<file path="src/pkg/timer_read_pkg.sv">
// timer read resync package: register map, field positions, reset values, timing counts
// assumes a 32-bit axi4-lite slave at 10 mhz; offsets below are byte addresses
// Summary of operation
// RQ1 - deferred mode reads after wake may be stale
// RQ2 - non-deferred mode timer and capture reads always correct
// RQ3 - watchdog counter reads after wake may be stale
// RQ4 - watchdog is always deferred, no override
// RQ5 - software clears bit 2, sets bit 3
// RQ6 - direct-read select bit always reads zero
// RQ7 - software waits two interface plus one functional
package timer_read_pkg;
    localparam logic [7:0]  OFS_SYNC_CTRL   = 8'h00;
    localparam logic [7:0]  OFS_COUNTER     = 8'h04;
    localparam logic [7:0]  OFS_CAPTURE1    = 8'h08;
    localparam logic [7:0]  OFS_CAPTURE2    = 8'h0C;
    localparam logic [7:0]  OFS_WDOG_CNT    = 8'h10;
    localparam logic [7:0]  OFS_TIMER_CTRL  = 8'h14;
    localparam logic [7:0]  OFS_STATUS      = 8'h18;
    localparam int          BIT_DEFERRED    = 2;
    localparam int          BIT_DIRECT_READ = 3;
    localparam int          BIT_RUN         = 0;
    localparam int          BIT_CAPTURE     = 1;
    localparam int          BIT_FCLK_EN     = 2;
    localparam logic [31:0] SYNC_CTRL_RESET = 32'h0000_0004;
    localparam logic [1:0]  RESP_OKAY       = 2'h0;
    localparam logic [1:0]  RESP_SLVERR     = 2'h2;
    // deferred shadow settles after two interface plus one functional cycle
    localparam int          SETTLE_IF_CYC   = 2;
    localparam int          SETTLE_FN_CYC   = 1;
    localparam int          SETTLE_CYC      = SETTLE_IF_CYC + SETTLE_FN_CYC;
endpackage : timer_read_pkg

</file>
<file path="src/design/resync_capture.sv">
// resync_capture: three-flop synchroniser with agreement of stages two and three
// assumes d comes from outside the aclk domain
`timescale 1ns/10ps
module resync_capture
    import timer_read_pkg::*;
#(
    parameter int W = 1
) (
    input  wire logic         aclk,
    input  wire logic         aresetn,
    input  wire logic         ce,
    input  wire logic [W-1:0] d,
    output logic      [W-1:0] q
);
    logic [W-1:0] s1_r;
    logic [W-1:0] s2_r;
    logic [W-1:0] s3_r;
    logic [W-1:0] q_r;

    always_ff @(posedge aclk) begin
        if (!aresetn) begin
            s1_r <= '0;
            s2_r <= '0;
            s3_r <= '0;
            q_r  <= '0;
        end else if (ce) begin
            s1_r <= d;
            s2_r <= s1_r;
            s3_r <= s2_r;
            if (s2_r == s3_r) begin
                q_r <= s3_r;
            end
        end
    end

    assign q = q_r;
endmodule : resync_capture

</file>
<file path="src/design/counter_shadow.sv">
// counter_shadow: deferred copy of a live value, refreshed by the functional tick
// assumes tick and live come from the same clock domain
`timescale 1ns/10ps
module counter_shadow
    import timer_read_pkg::*;
#(
    parameter int W = 32
) (
    input  wire logic         aclk,
    input  wire logic         aresetn,
    input  wire logic         ce,
    input  wire logic         tick,
    input  wire logic [W-1:0] live,
    output logic      [W-1:0] shadow
);
    logic [W-1:0] shadow_r;

    // copy lags the live value by one functional tick
    always_ff @(posedge aclk) begin
        if (!aresetn) begin
            shadow_r <= '0;
        end else if (ce && tick) begin
            shadow_r <= live;
        end
    end

    assign shadow = shadow_r;
endmodule : counter_shadow

</file>
<file path="src/design/timer_counter_read_resync.sv">
// timer_counter_read_resync: timer and watchdog counters with axi4-lite read path
// assumes fclk_in and if_clk_run arrive asynchronously from pins
`timescale 1ns/10ps
module timer_counter_read_resync
    import timer_read_pkg::*;
#(
    parameter int CW = 32
) (
    input  wire logic        aclk,
    input  wire logic        aresetn,
    input  wire logic        ce,
    input  wire logic        fclk_in,
    input  wire logic        if_clk_run,
    input  wire logic        capture_in,
    input  wire logic [7:0]  s_axi_awaddr,
    input  wire logic        s_axi_awvalid,
    output logic             s_axi_awready,
    input  wire logic [31:0] s_axi_wdata,
    input  wire logic [3:0]  s_axi_wstrb,
    input  wire logic        s_axi_wvalid,
    output logic             s_axi_wready,
    output logic [1:0]       s_axi_bresp,
    output logic             s_axi_bvalid,
    input  wire logic        s_axi_bready,
    input  wire logic [7:0]  s_axi_araddr,
    input  wire logic        s_axi_arvalid,
    output logic             s_axi_arready,
    output logic [31:0]      s_axi_rdata,
    output logic [1:0]       s_axi_rresp,
    output logic             s_axi_rvalid,
    input  wire logic        s_axi_rready
);
    typedef enum logic [1:0] {
        WR_IDLE = 2'b00,
        WR_RESP = 2'b01
    } wr_state_e;

    // synchronised pins
    logic [2:0] pins_s;
    wire        fclk_s    = pins_s[0];
    wire        if_run_s  = pins_s[1];
    wire        cap_s     = pins_s[2];

    resync_capture #(.W(3)) u_sync (
        .aclk    (aclk),
        .aresetn (aresetn),
        .ce      (ce),
        .d       ({capture_in, if_clk_run, fclk_in}),
        .q       (pins_s)
    );

    // edge detect on the synchronised (agreed) levels only
    logic fclk_d_r;
    logic cap_d_r;
    logic if_run_d_r;
    wire  ftick    = fclk_s & ~fclk_d_r;
    wire  cap_rise = cap_s & ~cap_d_r;
    wire  if_wake  = if_run_s & ~if_run_d_r;

    // control registers
    logic [31:0] sync_ctrl_r;
    logic [2:0]  timer_ctrl_r;
    logic        direct_read_r;
    wire         deferred = sync_ctrl_r[BIT_DEFERRED];
    wire         run      = timer_ctrl_r[BIT_RUN];

    // live counters
    logic [CW-1:0] gp_cnt_r;
    logic [CW-1:0] cap1_r;
    logic [CW-1:0] cap2_r;
    logic          cap_sel_r;
    logic [CW-1:0] wd_cnt_r;

    always_ff @(posedge aclk) begin
        if (!aresetn) begin
            fclk_d_r   <= 1'b0;
            cap_d_r    <= 1'b0;
            if_run_d_r <= 1'b0;
        end else if (ce) begin
            fclk_d_r   <= fclk_s;
            cap_d_r    <= cap_s;
            if_run_d_r <= if_run_s;
        end
    end

    always_ff @(posedge aclk) begin
        if (!aresetn) begin
            gp_cnt_r <= '0;
            wd_cnt_r <= '0;
        end else if (ce && run && ftick) begin
            gp_cnt_r <= gp_cnt_r + CW'(1);
            wd_cnt_r <= wd_cnt_r + CW'(1);
        end
    end

    // captures alternate between the two capture registers
    always_ff @(posedge aclk) begin
        if (!aresetn) begin
            cap1_r    <= '0;
            cap2_r    <= '0;
            cap_sel_r <= 1'b0;
        end else if (ce && cap_rise && timer_ctrl_r[BIT_CAPTURE]) begin
            if (cap_sel_r) begin
                cap2_r <= gp_cnt_r;
            end else begin
                cap1_r <= gp_cnt_r;
            end
            cap_sel_r <= ~cap_sel_r;
        end
    end

    // deferred shadows refresh on the functional tick only
    logic [CW-1:0] gp_sh;
    logic [CW-1:0] c1_sh;
    logic [CW-1:0] c2_sh;
    logic [CW-1:0] wd_sh;

    counter_shadow #(.W(4*CW)) u_shadow (
        .aclk    (aclk),
        .aresetn (aresetn),
        .ce      (ce),
        .tick    (ftick),
        .live    ({wd_cnt_r, cap2_r, cap1_r, gp_cnt_r}),
        .shadow  ({wd_sh, c2_sh, c1_sh, gp_sh})
    );

    // settle window after interface clock wake; stale shadow visible in it
    logic [1:0] settle_r;
    wire        settling = (settle_r != 2'h0);
    always_ff @(posedge aclk) begin
        if (!aresetn) begin
            settle_r <= 2'h0;
        end else if (ce) begin
            if (if_wake) begin
                settle_r <= 2'(SETTLE_CYC);
            end else if (settling) begin
                settle_r <= settle_r - 2'h1;
            end
        end
    end

    // frozen shadow during settle models the deferred resync hazard
    logic [CW-1:0] gp_stale_r;
    logic [CW-1:0] c1_stale_r;
    logic [CW-1:0] c2_stale_r;
    logic [CW-1:0] wd_stale_r;
    always_ff @(posedge aclk) begin
        if (!aresetn) begin
            gp_stale_r <= '0;
            c1_stale_r <= '0;
            c2_stale_r <= '0;
            wd_stale_r <= '0;
        end else if (ce && !settling && !if_wake) begin
            gp_stale_r <= gp_sh;
            c1_stale_r <= c1_sh;
            c2_stale_r <= c2_sh;
            wd_stale_r <= wd_sh;
        end
    end

    // non-deferred or direct-read set: live value; otherwise shadow, stale while settling
    wire gp_direct = !deferred || direct_read_r;                      // see RQ2
    wire [CW-1:0] gp_rd = gp_direct ? gp_cnt_r : (settling ? gp_stale_r : gp_sh); // see RQ1
    wire [CW-1:0] c1_rd = gp_direct ? cap1_r : (settling ? c1_stale_r : c1_sh);   // see RQ1
    wire [CW-1:0] c2_rd = gp_direct ? cap2_r : (settling ? c2_stale_r : c2_sh);   // see RQ1
    // watchdog ignores the mode bits entirely
    wire [CW-1:0] wd_rd = settling ? wd_stale_r : wd_sh;               // see RQ3, RQ4

    // write channel: address and data taken in either order
    wr_state_e  wr_state_r;
    logic       aw_have_r;
    logic       w_have_r;
    logic [7:0] aw_addr_r;
    logic [31:0] w_data_r;
    logic [3:0] w_strb_r;
    logic       awready_r;
    logic       wready_r;
    logic       bvalid_r;
    logic [1:0] bresp_r;

    wire aw_take = s_axi_awvalid && awready_r;
    wire w_take  = s_axi_wvalid && wready_r;
    wire [7:0]  wa   = aw_take ? s_axi_awaddr : aw_addr_r;
    wire [31:0] wd   = w_take ? s_axi_wdata : w_data_r;
    wire [3:0]  ws   = w_take ? s_axi_wstrb : w_strb_r;
    wire        wr_go = (wr_state_r == WR_IDLE) && (aw_have_r || aw_take) && (w_have_r || w_take);
    wire wr_sync = (wa == OFS_SYNC_CTRL);
    wire wr_tctl = (wa == OFS_TIMER_CTRL);
    wire wr_ok   = wr_sync || wr_tctl || (wa == OFS_COUNTER) || (wa == OFS_CAPTURE1)
                   || (wa == OFS_CAPTURE2) || (wa == OFS_WDOG_CNT) || (wa == OFS_STATUS);

    always_ff @(posedge aclk) begin
        if (!aresetn) begin
            wr_state_r <= WR_IDLE;
            aw_have_r  <= 1'b0;
            w_have_r   <= 1'b0;
            aw_addr_r  <= 8'h00;
            w_data_r   <= 32'h0000_0000;
            w_strb_r   <= 4'h0;
            awready_r  <= 1'b1;
            wready_r   <= 1'b1;
            bvalid_r   <= 1'b0;
            bresp_r    <= RESP_OKAY;
        end else if (ce) begin
            case (wr_state_r)
                WR_IDLE: begin
                    if (aw_take) begin
                        aw_addr_r <= s_axi_awaddr;
                        aw_have_r <= 1'b1;
                        awready_r <= 1'b0;
                    end
                    if (w_take) begin
                        w_data_r <= s_axi_wdata;
                        w_strb_r <= s_axi_wstrb;
                        w_have_r <= 1'b1;
                        wready_r <= 1'b0;
                    end
                    if (wr_go) begin
                        awready_r  <= 1'b0;
                        wready_r   <= 1'b0;
                        bvalid_r   <= 1'b1;
                        bresp_r    <= wr_ok ? RESP_OKAY : RESP_SLVERR;
                        wr_state_r <= WR_RESP;
                    end
                end
                WR_RESP: begin
                    if (s_axi_bready) begin
                        bvalid_r   <= 1'b0;
                        aw_have_r  <= 1'b0;
                        w_have_r   <= 1'b0;
                        awready_r  <= 1'b1;
                        wready_r   <= 1'b1;
                        wr_state_r <= WR_IDLE;
                    end
                end
                default: begin
                    wr_state_r <= WR_IDLE;
                end
            endcase
        end
    end

    // register writes; only low byte lane carries control bits
    always_ff @(posedge aclk) begin
        if (!aresetn) begin
            sync_ctrl_r   <= SYNC_CTRL_RESET;
            direct_read_r <= 1'b0;
            timer_ctrl_r  <= 3'h0;
        end else if (ce && wr_go && ws[0]) begin
            if (wr_sync) begin
                sync_ctrl_r[BIT_DEFERRED] <= wd[BIT_DEFERRED];
                direct_read_r             <= wd[BIT_DIRECT_READ]; // see RQ5
            end
            if (wr_tctl) begin
                timer_ctrl_r <= wd[2:0];
            end
        end
    end

    // read channel: one read at a time, answer one cycle after address
    logic        arready_r;
    logic        rvalid_r;
    logic [31:0] rdata_r;
    logic [1:0]  rresp_r;
    wire         ar_take = s_axi_arvalid && arready_r;
    wire [7:0]   ra      = s_axi_araddr;
    // write-only select bit is masked from readback
    wire [31:0]  sync_rd = {sync_ctrl_r[31:BIT_DIRECT_READ+1], 1'b0, sync_ctrl_r[BIT_DIRECT_READ-1:0]}; // see RQ6
    wire [31:0]  stat_rd = {29'h0, settling, if_run_s, deferred};
    wire         rd_ok   = (ra == OFS_SYNC_CTRL) || (ra == OFS_COUNTER) || (ra == OFS_CAPTURE1)
                           || (ra == OFS_CAPTURE2) || (ra == OFS_WDOG_CNT) || (ra == OFS_TIMER_CTRL)
                           || (ra == OFS_STATUS);
    wire [31:0]  rd_mux  = (ra == OFS_SYNC_CTRL)  ? sync_rd :
                           (ra == OFS_COUNTER)    ? 32'(gp_rd) :
                           (ra == OFS_CAPTURE1)   ? 32'(c1_rd) :
                           (ra == OFS_CAPTURE2)   ? 32'(c2_rd) :
                           (ra == OFS_WDOG_CNT)   ? 32'(wd_rd) :
                           (ra == OFS_TIMER_CTRL) ? {29'h0, timer_ctrl_r} :
                           (ra == OFS_STATUS)     ? stat_rd : 32'h0000_0000;

    always_ff @(posedge aclk) begin
        if (!aresetn) begin
            arready_r <= 1'b1;
            rvalid_r  <= 1'b0;
            rdata_r   <= 32'h0000_0000;
            rresp_r   <= RESP_OKAY;
        end else if (ce) begin
            if (ar_take) begin
                arready_r <= 1'b0;
                rvalid_r  <= 1'b1;
                rdata_r   <= rd_mux;
                rresp_r   <= rd_ok ? RESP_OKAY : RESP_SLVERR;
            end else if (rvalid_r && s_axi_rready) begin
                rvalid_r  <= 1'b0;
                arready_r <= 1'b1;
            end
        end
    end

    assign s_axi_awready = awready_r;
    assign s_axi_wready  = wready_r;
    assign s_axi_bvalid  = bvalid_r;
    assign s_axi_bresp   = bresp_r;
    assign s_axi_arready = arready_r;
    assign s_axi_rvalid  = rvalid_r;
    assign s_axi_rdata   = rdata_r;
    assign s_axi_rresp   = rresp_r;
endmodule : timer_counter_read_resync

</file>
<file path="config.mk">
export PLATFORM = sky130hd
export DESIGN_NAME = timer_counter_read_resync
export DESIGN_NICKNAME = d
export VERILOG_FILES = /design/src/pkg/timer_read_pkg.sv /design/src/design/resync_capture.sv /design/src/design/counter_shadow.sv /design/src/design/timer_counter_read_resync.sv
export SDC_FILE = /design/constraint.sdc
export NUM_CORES = 1
export LEC_CHECK = 0
export ABC_AREA = 0
export BUFFER_PORTS_ARGS = -buffer_cell sky130_fd_sc_hd__buf_2
export CORE_UTILIZATION = 29
export CTS_CLUSTER_SIZE = 14
export DETAILED_ROUTE_END_ITERATION = 10
export GPL_TIMING_DRIVEN = 0
export PLACE_DENSITY = 0.52
export RECOVER_POWER = 100
export SLEW_MARGIN = 20
export SYNTH_ARGS = -nofsm -noshare
export SYNTH_HDL_FRONTEND = slang
export SYNTH_SLANG_ARGS = --single-unit
</file>
<file path="constraint.sdc">
create_clock -name aclk -period 3.9 [get_ports aclk]
set_input_delay 0.39 -clock aclk [delete_from_list [all_inputs] [get_ports aclk]]
set_output_delay 0.39 -clock aclk [all_outputs]
set_load 0.03 [all_outputs]
</file>
# Yosys cells after proc, flatten, opt, wreduce, memory -nomap -nowiden
# Index checks and enable logic that the tools add are counted.
[totals]
reg_bits = 465
in_bits = 63
out_inout_bits = 41
word_cells = 163
[op_classes]
n_addsub = 3
eq_ne = 20
mux = 42
bitwise = 7
reduce_logical = 56
[ops]
columns = ["op", "count"]
rows = [
  ["2-to-1 mux 32 bit", 12],
  ["adder 32 x 1 -> 32 bit (second input constant)", 2],
  ["== test 8 x 5 -> 1 bit (second input constant)", 6],
  ["== test 8 x 4 -> 1 bit (second input constant)", 4],
  ["AND reduction 4 bit", 5],
  ["AND reduction 2 bit", 9],
  ["== test 8 x 3 -> 1 bit (second input constant)", 2],
  ["zero test 8 bit", 2],
  ["logical AND 1 bit", 15],
  ["logical OR 1 bit", 15],
  ["2-to-1 mux 1 bit", 14],
  ["2-to-1 mux 2 bit", 6],
  ["case mux 1 bit (2 select lines)", 5],
  ["2-to-1 mux 8 bit", 1],
  ["!= test 2 bit (second input constant)", 4],
  ["nonzero test 2 bit", 4],
  ["2-to-1 mux 3 bit", 2],
  ["!= test 3 bit (second input constant)", 2],
  ["AND reduction 3 bit", 2],
  ["2-to-1 mux 4 bit", 1],
  ["inverter 1 bit", 4],
  ["case mux 2 bit (2 select lines)", 1],
  ["bitwise AND 1 bit", 3],
  ["== test 3 bit", 1],
  ["4 further kinds", 6],
]

# Depth between registers and ports, before layout
[depth]
ltp_word = 10
ltp_mapped = 11
depth_no_buf = 7

# By module
# Synthesis repeated with hierarchy kept, for this count alone.
[unflattened]
hier_cells = 2485
area_unflattened_um2 = 20806.2
[by_module_without_submodules]
columns = ["mod", "n_inst", "cells_each", "area_each_um2", "seq_area_each_um2"]
rows = [
  ["timer_counter_read_resync", 1, 1856, 15454.8, 6426.2],
  ["counter_shadow", 1, 583, 4854.7, 2562.5],
  ["resync_capture", 1, 46, 496.7, 240.2],
]

# Worst setup path after synthesis
# Ideal clock, no wire load.
[synth_path]
kind = "flip-flop to flip-flop"
start = "reg settle_r[0]"
end = "reg rdata_r[10], in the netlist s_axi_rdata[10]"
setup_time_ns = 0.127
t_arrival_ns = 1.979
t_required_ns = 3.773
setup_slack_ns = 1.794
stages_incl_launch_ff = 10
n_path_buf = 4
synth_period_minus_slack_ns = 2.106
cell_sequence = "dfxtp_1 > inv_1 > ha_1 > buf_2 > buf_2 > buf_2 > clkbuf_1 > mux2_2 > a21boi_0 > a22oi_1"
[synth_between]
elab_chain_cells = 7
[synth_rtl]
columns = ["item", "line_no", "text"]
rows = [
  ["from (decl)", "timer_counter_read_resync.sv:128", "logic [1:0] settle_r;"],
  ["from (signal assigned)", "timer_counter_read_resync.sv:135", "settle_r <= 2'(SETTLE_CYC);"],
  ["from (signal assigned)", "timer_counter_read_resync.sv:137", "settle_r <= settle_r - 2'h1;"],
  ["nonzero test 2 bit *", "timer_counter_read_resync.sv:129", "wire settling = (settle_r != 2'h0);"],
  ["2-to-1 mux 32 bit (on tied branches)", "timer_counter_read_resync.sv:167, timer_counter_read_resync.sv:165", ""],
  ["2-to-1 mux 32 bit (on tied branches)", "timer_counter_read_resync.sv:277, timer_counter_read_resync.sv:165", ""],
  ["2-to-1 mux 32 bit", "timer_counter_read_resync.sv:276", "(ra == OFS_CAPTURE2) ? 32'(c2_rd) :"],
  ["2-to-1 mux 32 bit", "timer_counter_read_resync.sv:275", "(ra == OFS_CAPTURE1) ? 32'(c1_rd) :"],
  ["2-to-1 mux 32 bit *", "timer_counter_read_resync.sv:274", "(ra == OFS_COUNTER) ? 32'(gp_rd) :"],
  ["2-to-1 mux 32 bit *", "timer_counter_read_resync.sv:273", "wire [31:0] rd_mux = (ra == OFS_SYNC_CTRL) ? sync_rd :"],
  ["to (signal assigned)", "timer_counter_read_resync.sv:291", "rdata_r <= rd_mux;"],
  ["to (decl)", "timer_counter_read_resync.sv:263", "logic [31:0] rdata_r;"],
]
# Mark *: on every way between the ends. The rest lies on a longest branch, timed or not.
# A chain may end at the register's enable or synchronous reset.

# Worst setup path after layout
[layout_path]
start = "reg settle_r[0]"
end = "reg rdata_r[26], in the netlist s_axi_rdata[26]"
# The elaborated chain is that of the path after synthesis.

==> results.toml <==
[run_status]
outcome = "finished, final reports clean"

[cells_and_area]
multi_input_area_um2 = 9926
final_cell_area_um2 = 23290
final_common_cell = "nand2_1"
final-seq-area_um2 = 9229
n_antenna_cell = 0
final_cells = 3651
nNetsFinal = 2744
area_growth_pct = 15.45
num-fill-cells = 7441
drive_above_1_share_pct = 9.081
final_cell_mix = "nand2_1, dfxtp_1, a21oi_1"

[logic_synthesis]
synthArstFlopShare_pct = 0
ys_warn_count = 0
syn_avg_cell_area_um2 = 7.907
ys_types = 62
synthCells = 2551
synth_ff_type = "dfxtp_1"
ys_seq_elements = 461
yosysSeqAreaShare_pct = 45.75
synth_area_um2 = 20170
synth_edf_count = 0

[route]
drtPass1Iterations = 6
vias_per_cell = 5.007
drtIter0Drc = 1488
postRouteAntennaNets = 0
post-route-drc-count = 0
routed_wl_um = 71250
wl_per_cell_um = 19.51
met1_length_um = 33830
wl_met2_um = 30620
vias = 18282
highest_layer = "met4"
route.met3.wl_um = 4480

[power]
peakVddDrop_uv = 371.4
p_per_area_nw_per_um2 = 448.9
totalPowerFinal_w = 0.01045
power_leakage_nw = 7.807

[placement]
placed_cell_area_um2 = 21690
dp.cells = 3553
hpwlAfterDp_um = 52900
place_congestion = 0.8677
place_ws_ps = 399.6
io_buffers = 70

[run]
maxCapViolCount = 0

[grt]
grt_pass1_vias = 16784
grtUsageTotal_pct = 20.01
grt_max_degree = 14
grt_pass1_wl_um = 107600
antenna_found_initial = 0
grt_overflow_total = 0

[timing]
skew_ps = 30.81
fmaxAchievable_ghz = 0.2676
period_needed_ps = 3738
finalCritPeriodShare_pct = 95.83
hold_viol = 0
fin_ws_ps = 162.5
slew_violations = 0
setup_viol = 0
rsz0062_at_grt = "false"
maxSlewHeadroom_pct = 24.57
finalSetupTns_ps = 0
worstMarginPinSlew_ps = 1131

[setup_path]
cp-start-kind = "register"
end_kind = "register"
worstReg2RegEnd = "s_axi_rdata[26]"
cp_max_fo = 10
cp.arrival_ps = 4180
rrSetupSlack_ps = 160
reg2reg_depth = 10
critPathRequiredTime_ps = 4340
r2r-start = "settle_r[0]"
setup.worst_path.class = "register to register"

[clocking]
cts_root_buffer = "clkbuf_16"
postCtsSetupRepairBufs = 0
cts.path.max_buffers = 3
clk_pin_slew_ps = 60
postCtsResizedCells = 0
clk_latency_ps = 610
clock_sinks = 461
cts_max_level = 2
tritoncts = "yes"
cts_made_buffers = 51

[min_path]
holdPathEnd = "u_sync.s1_r[1]"
hold_depth = 3
hp-class = "primary input to register"
worstHoldStart = "if_clk_run"

[floorplan]
chipHeight_um = 265.7
pin_count = 104
dieWidth_um = 265.7
rows = 96
start_util_pct = 29.36
fp.dieArea_um2 = 70620
coreArea_um2 = 68710
cell families after synthesis:
| logic type | after synthesis | synth area share (%) |
|---|---|---|
| flops | 461 | 45.75 |
| compound gates | 690 | 19.27 |
| xor+xnor | 43 | 1.867 |
| fa+ha+maj | 3 | 0.1861 |
| simple gates | 961 | 19.74 |
| buf+inv | 237 | 4.968 |
| other cells | 1 | 0.01859 |
| mux | 155 | 8.200 |
Yosys cell counts, types with 16 or more instances:
library cell,number,area (um^2)
xnor2_1,39,341.6
a22oi_1,30,225.2
clkbuf_1,169,634.4
nor3_1,20,100.1
or3_1,16,100.1
mux2i_1,91,910.9
nor2_1,81,304.0
o221a_2,31,349.1
nand3_1,29,145.1
nor4_1,17,106.4
o21ai_0,149,745.7
a21boi_0,30,225.2
dfxtp_1,461,9229
buf_2,27,135.1
mux2_2,62,698.2
nand2_1,732,2748
inv_1,21,78.83
a21oi_1,422,2112
worst max-delay path: stages, from the launching register on:
cell      delay [ps]
dfxtp_1          320
inv_1             60
ha_1             130
buf_2            290
buf_2            420
buf_2            470
clkbuf_1         780
mux2i_1          270
a21oi_1           90
o21ai_0          530
a22oi_1          180
cell type report:
cell class | instances | area share [%]
Clock inverter | 14 | 0.4298
Multi-Input combinational cell | 1854 | 42.62
Tap cell | 931 | 5.002
Buffer | 215 | 3.900
Timing Repair Buffer | 73 | 1.408
Clock buffer | 81 | 6.657
Inverter | 22 | 0.3546
Sequential cell | 461 | 39.63
report_power, final:
group | total, W | internal (W) | switching [W]
logic | 0.000901 | 0.000237 | 0.000664
registers | 0.00475 | 0.00473 | 0.0000169
clock network | 0.00481 | 0.00273 | 0.00208
total | 0.0105 | 0.00770 | 0.00276
worst max path at each step:
stage	from	endpoint	slack, ps	cells after the start
after global routing	settle_r[0]	c1_stale_r[0]	110	10
after detailed placement	settle_r[0]	c1_stale_r[9]	400	10
after global placement	settle_r[0]	wd_stale_r[27]	410	10
after CTS	settle_r[0]	wd_stale_r[30]	340	10
final	settle_r[0]	s_axi_rdata[26]	160	10
after floorplan	settle_r[0]	s_axi_rdata[10]	1790	9
metrics by stage:
stage | util [%] | hold slack (ps)
finish | 33.90 | 27.60
global route | 33.90 | 21.47
CTS | 34.02 | 1.660
detailed placement | 31.57 | 444.3
global placement | 31.57 | 441.0
floorplan | - | 433.2
registers in the layout, indices dropped and copies added, names as in the netlist, 4 cells and up:
signal           flops
w_data_r             4
gp_cnt_r            32
gp_stale_r          32
cap1_r              32
wd_stale_r          32
aw_addr_r            8
wd_cnt_r            32
c1_stale_r          32
cap2_r              32
c2_stale_r          32
s_axi_rdata         32
u_shadow.shadow    128
what timing repair did:
action                                  in CTS  in global routing
endpoints found under the setup margin       0                  0
hold buffers                                 3                  0
hold endpoints to repair                     3                  0
per-layer routing:
metal  track usage, %  up-vias
li1                 -     8943
met1            28.35     8714
met2            30.46      517
met3            3.327      108
met4            7.036        0
met5                0        -
Note: power is estimated with default switching activity, not from simulation.
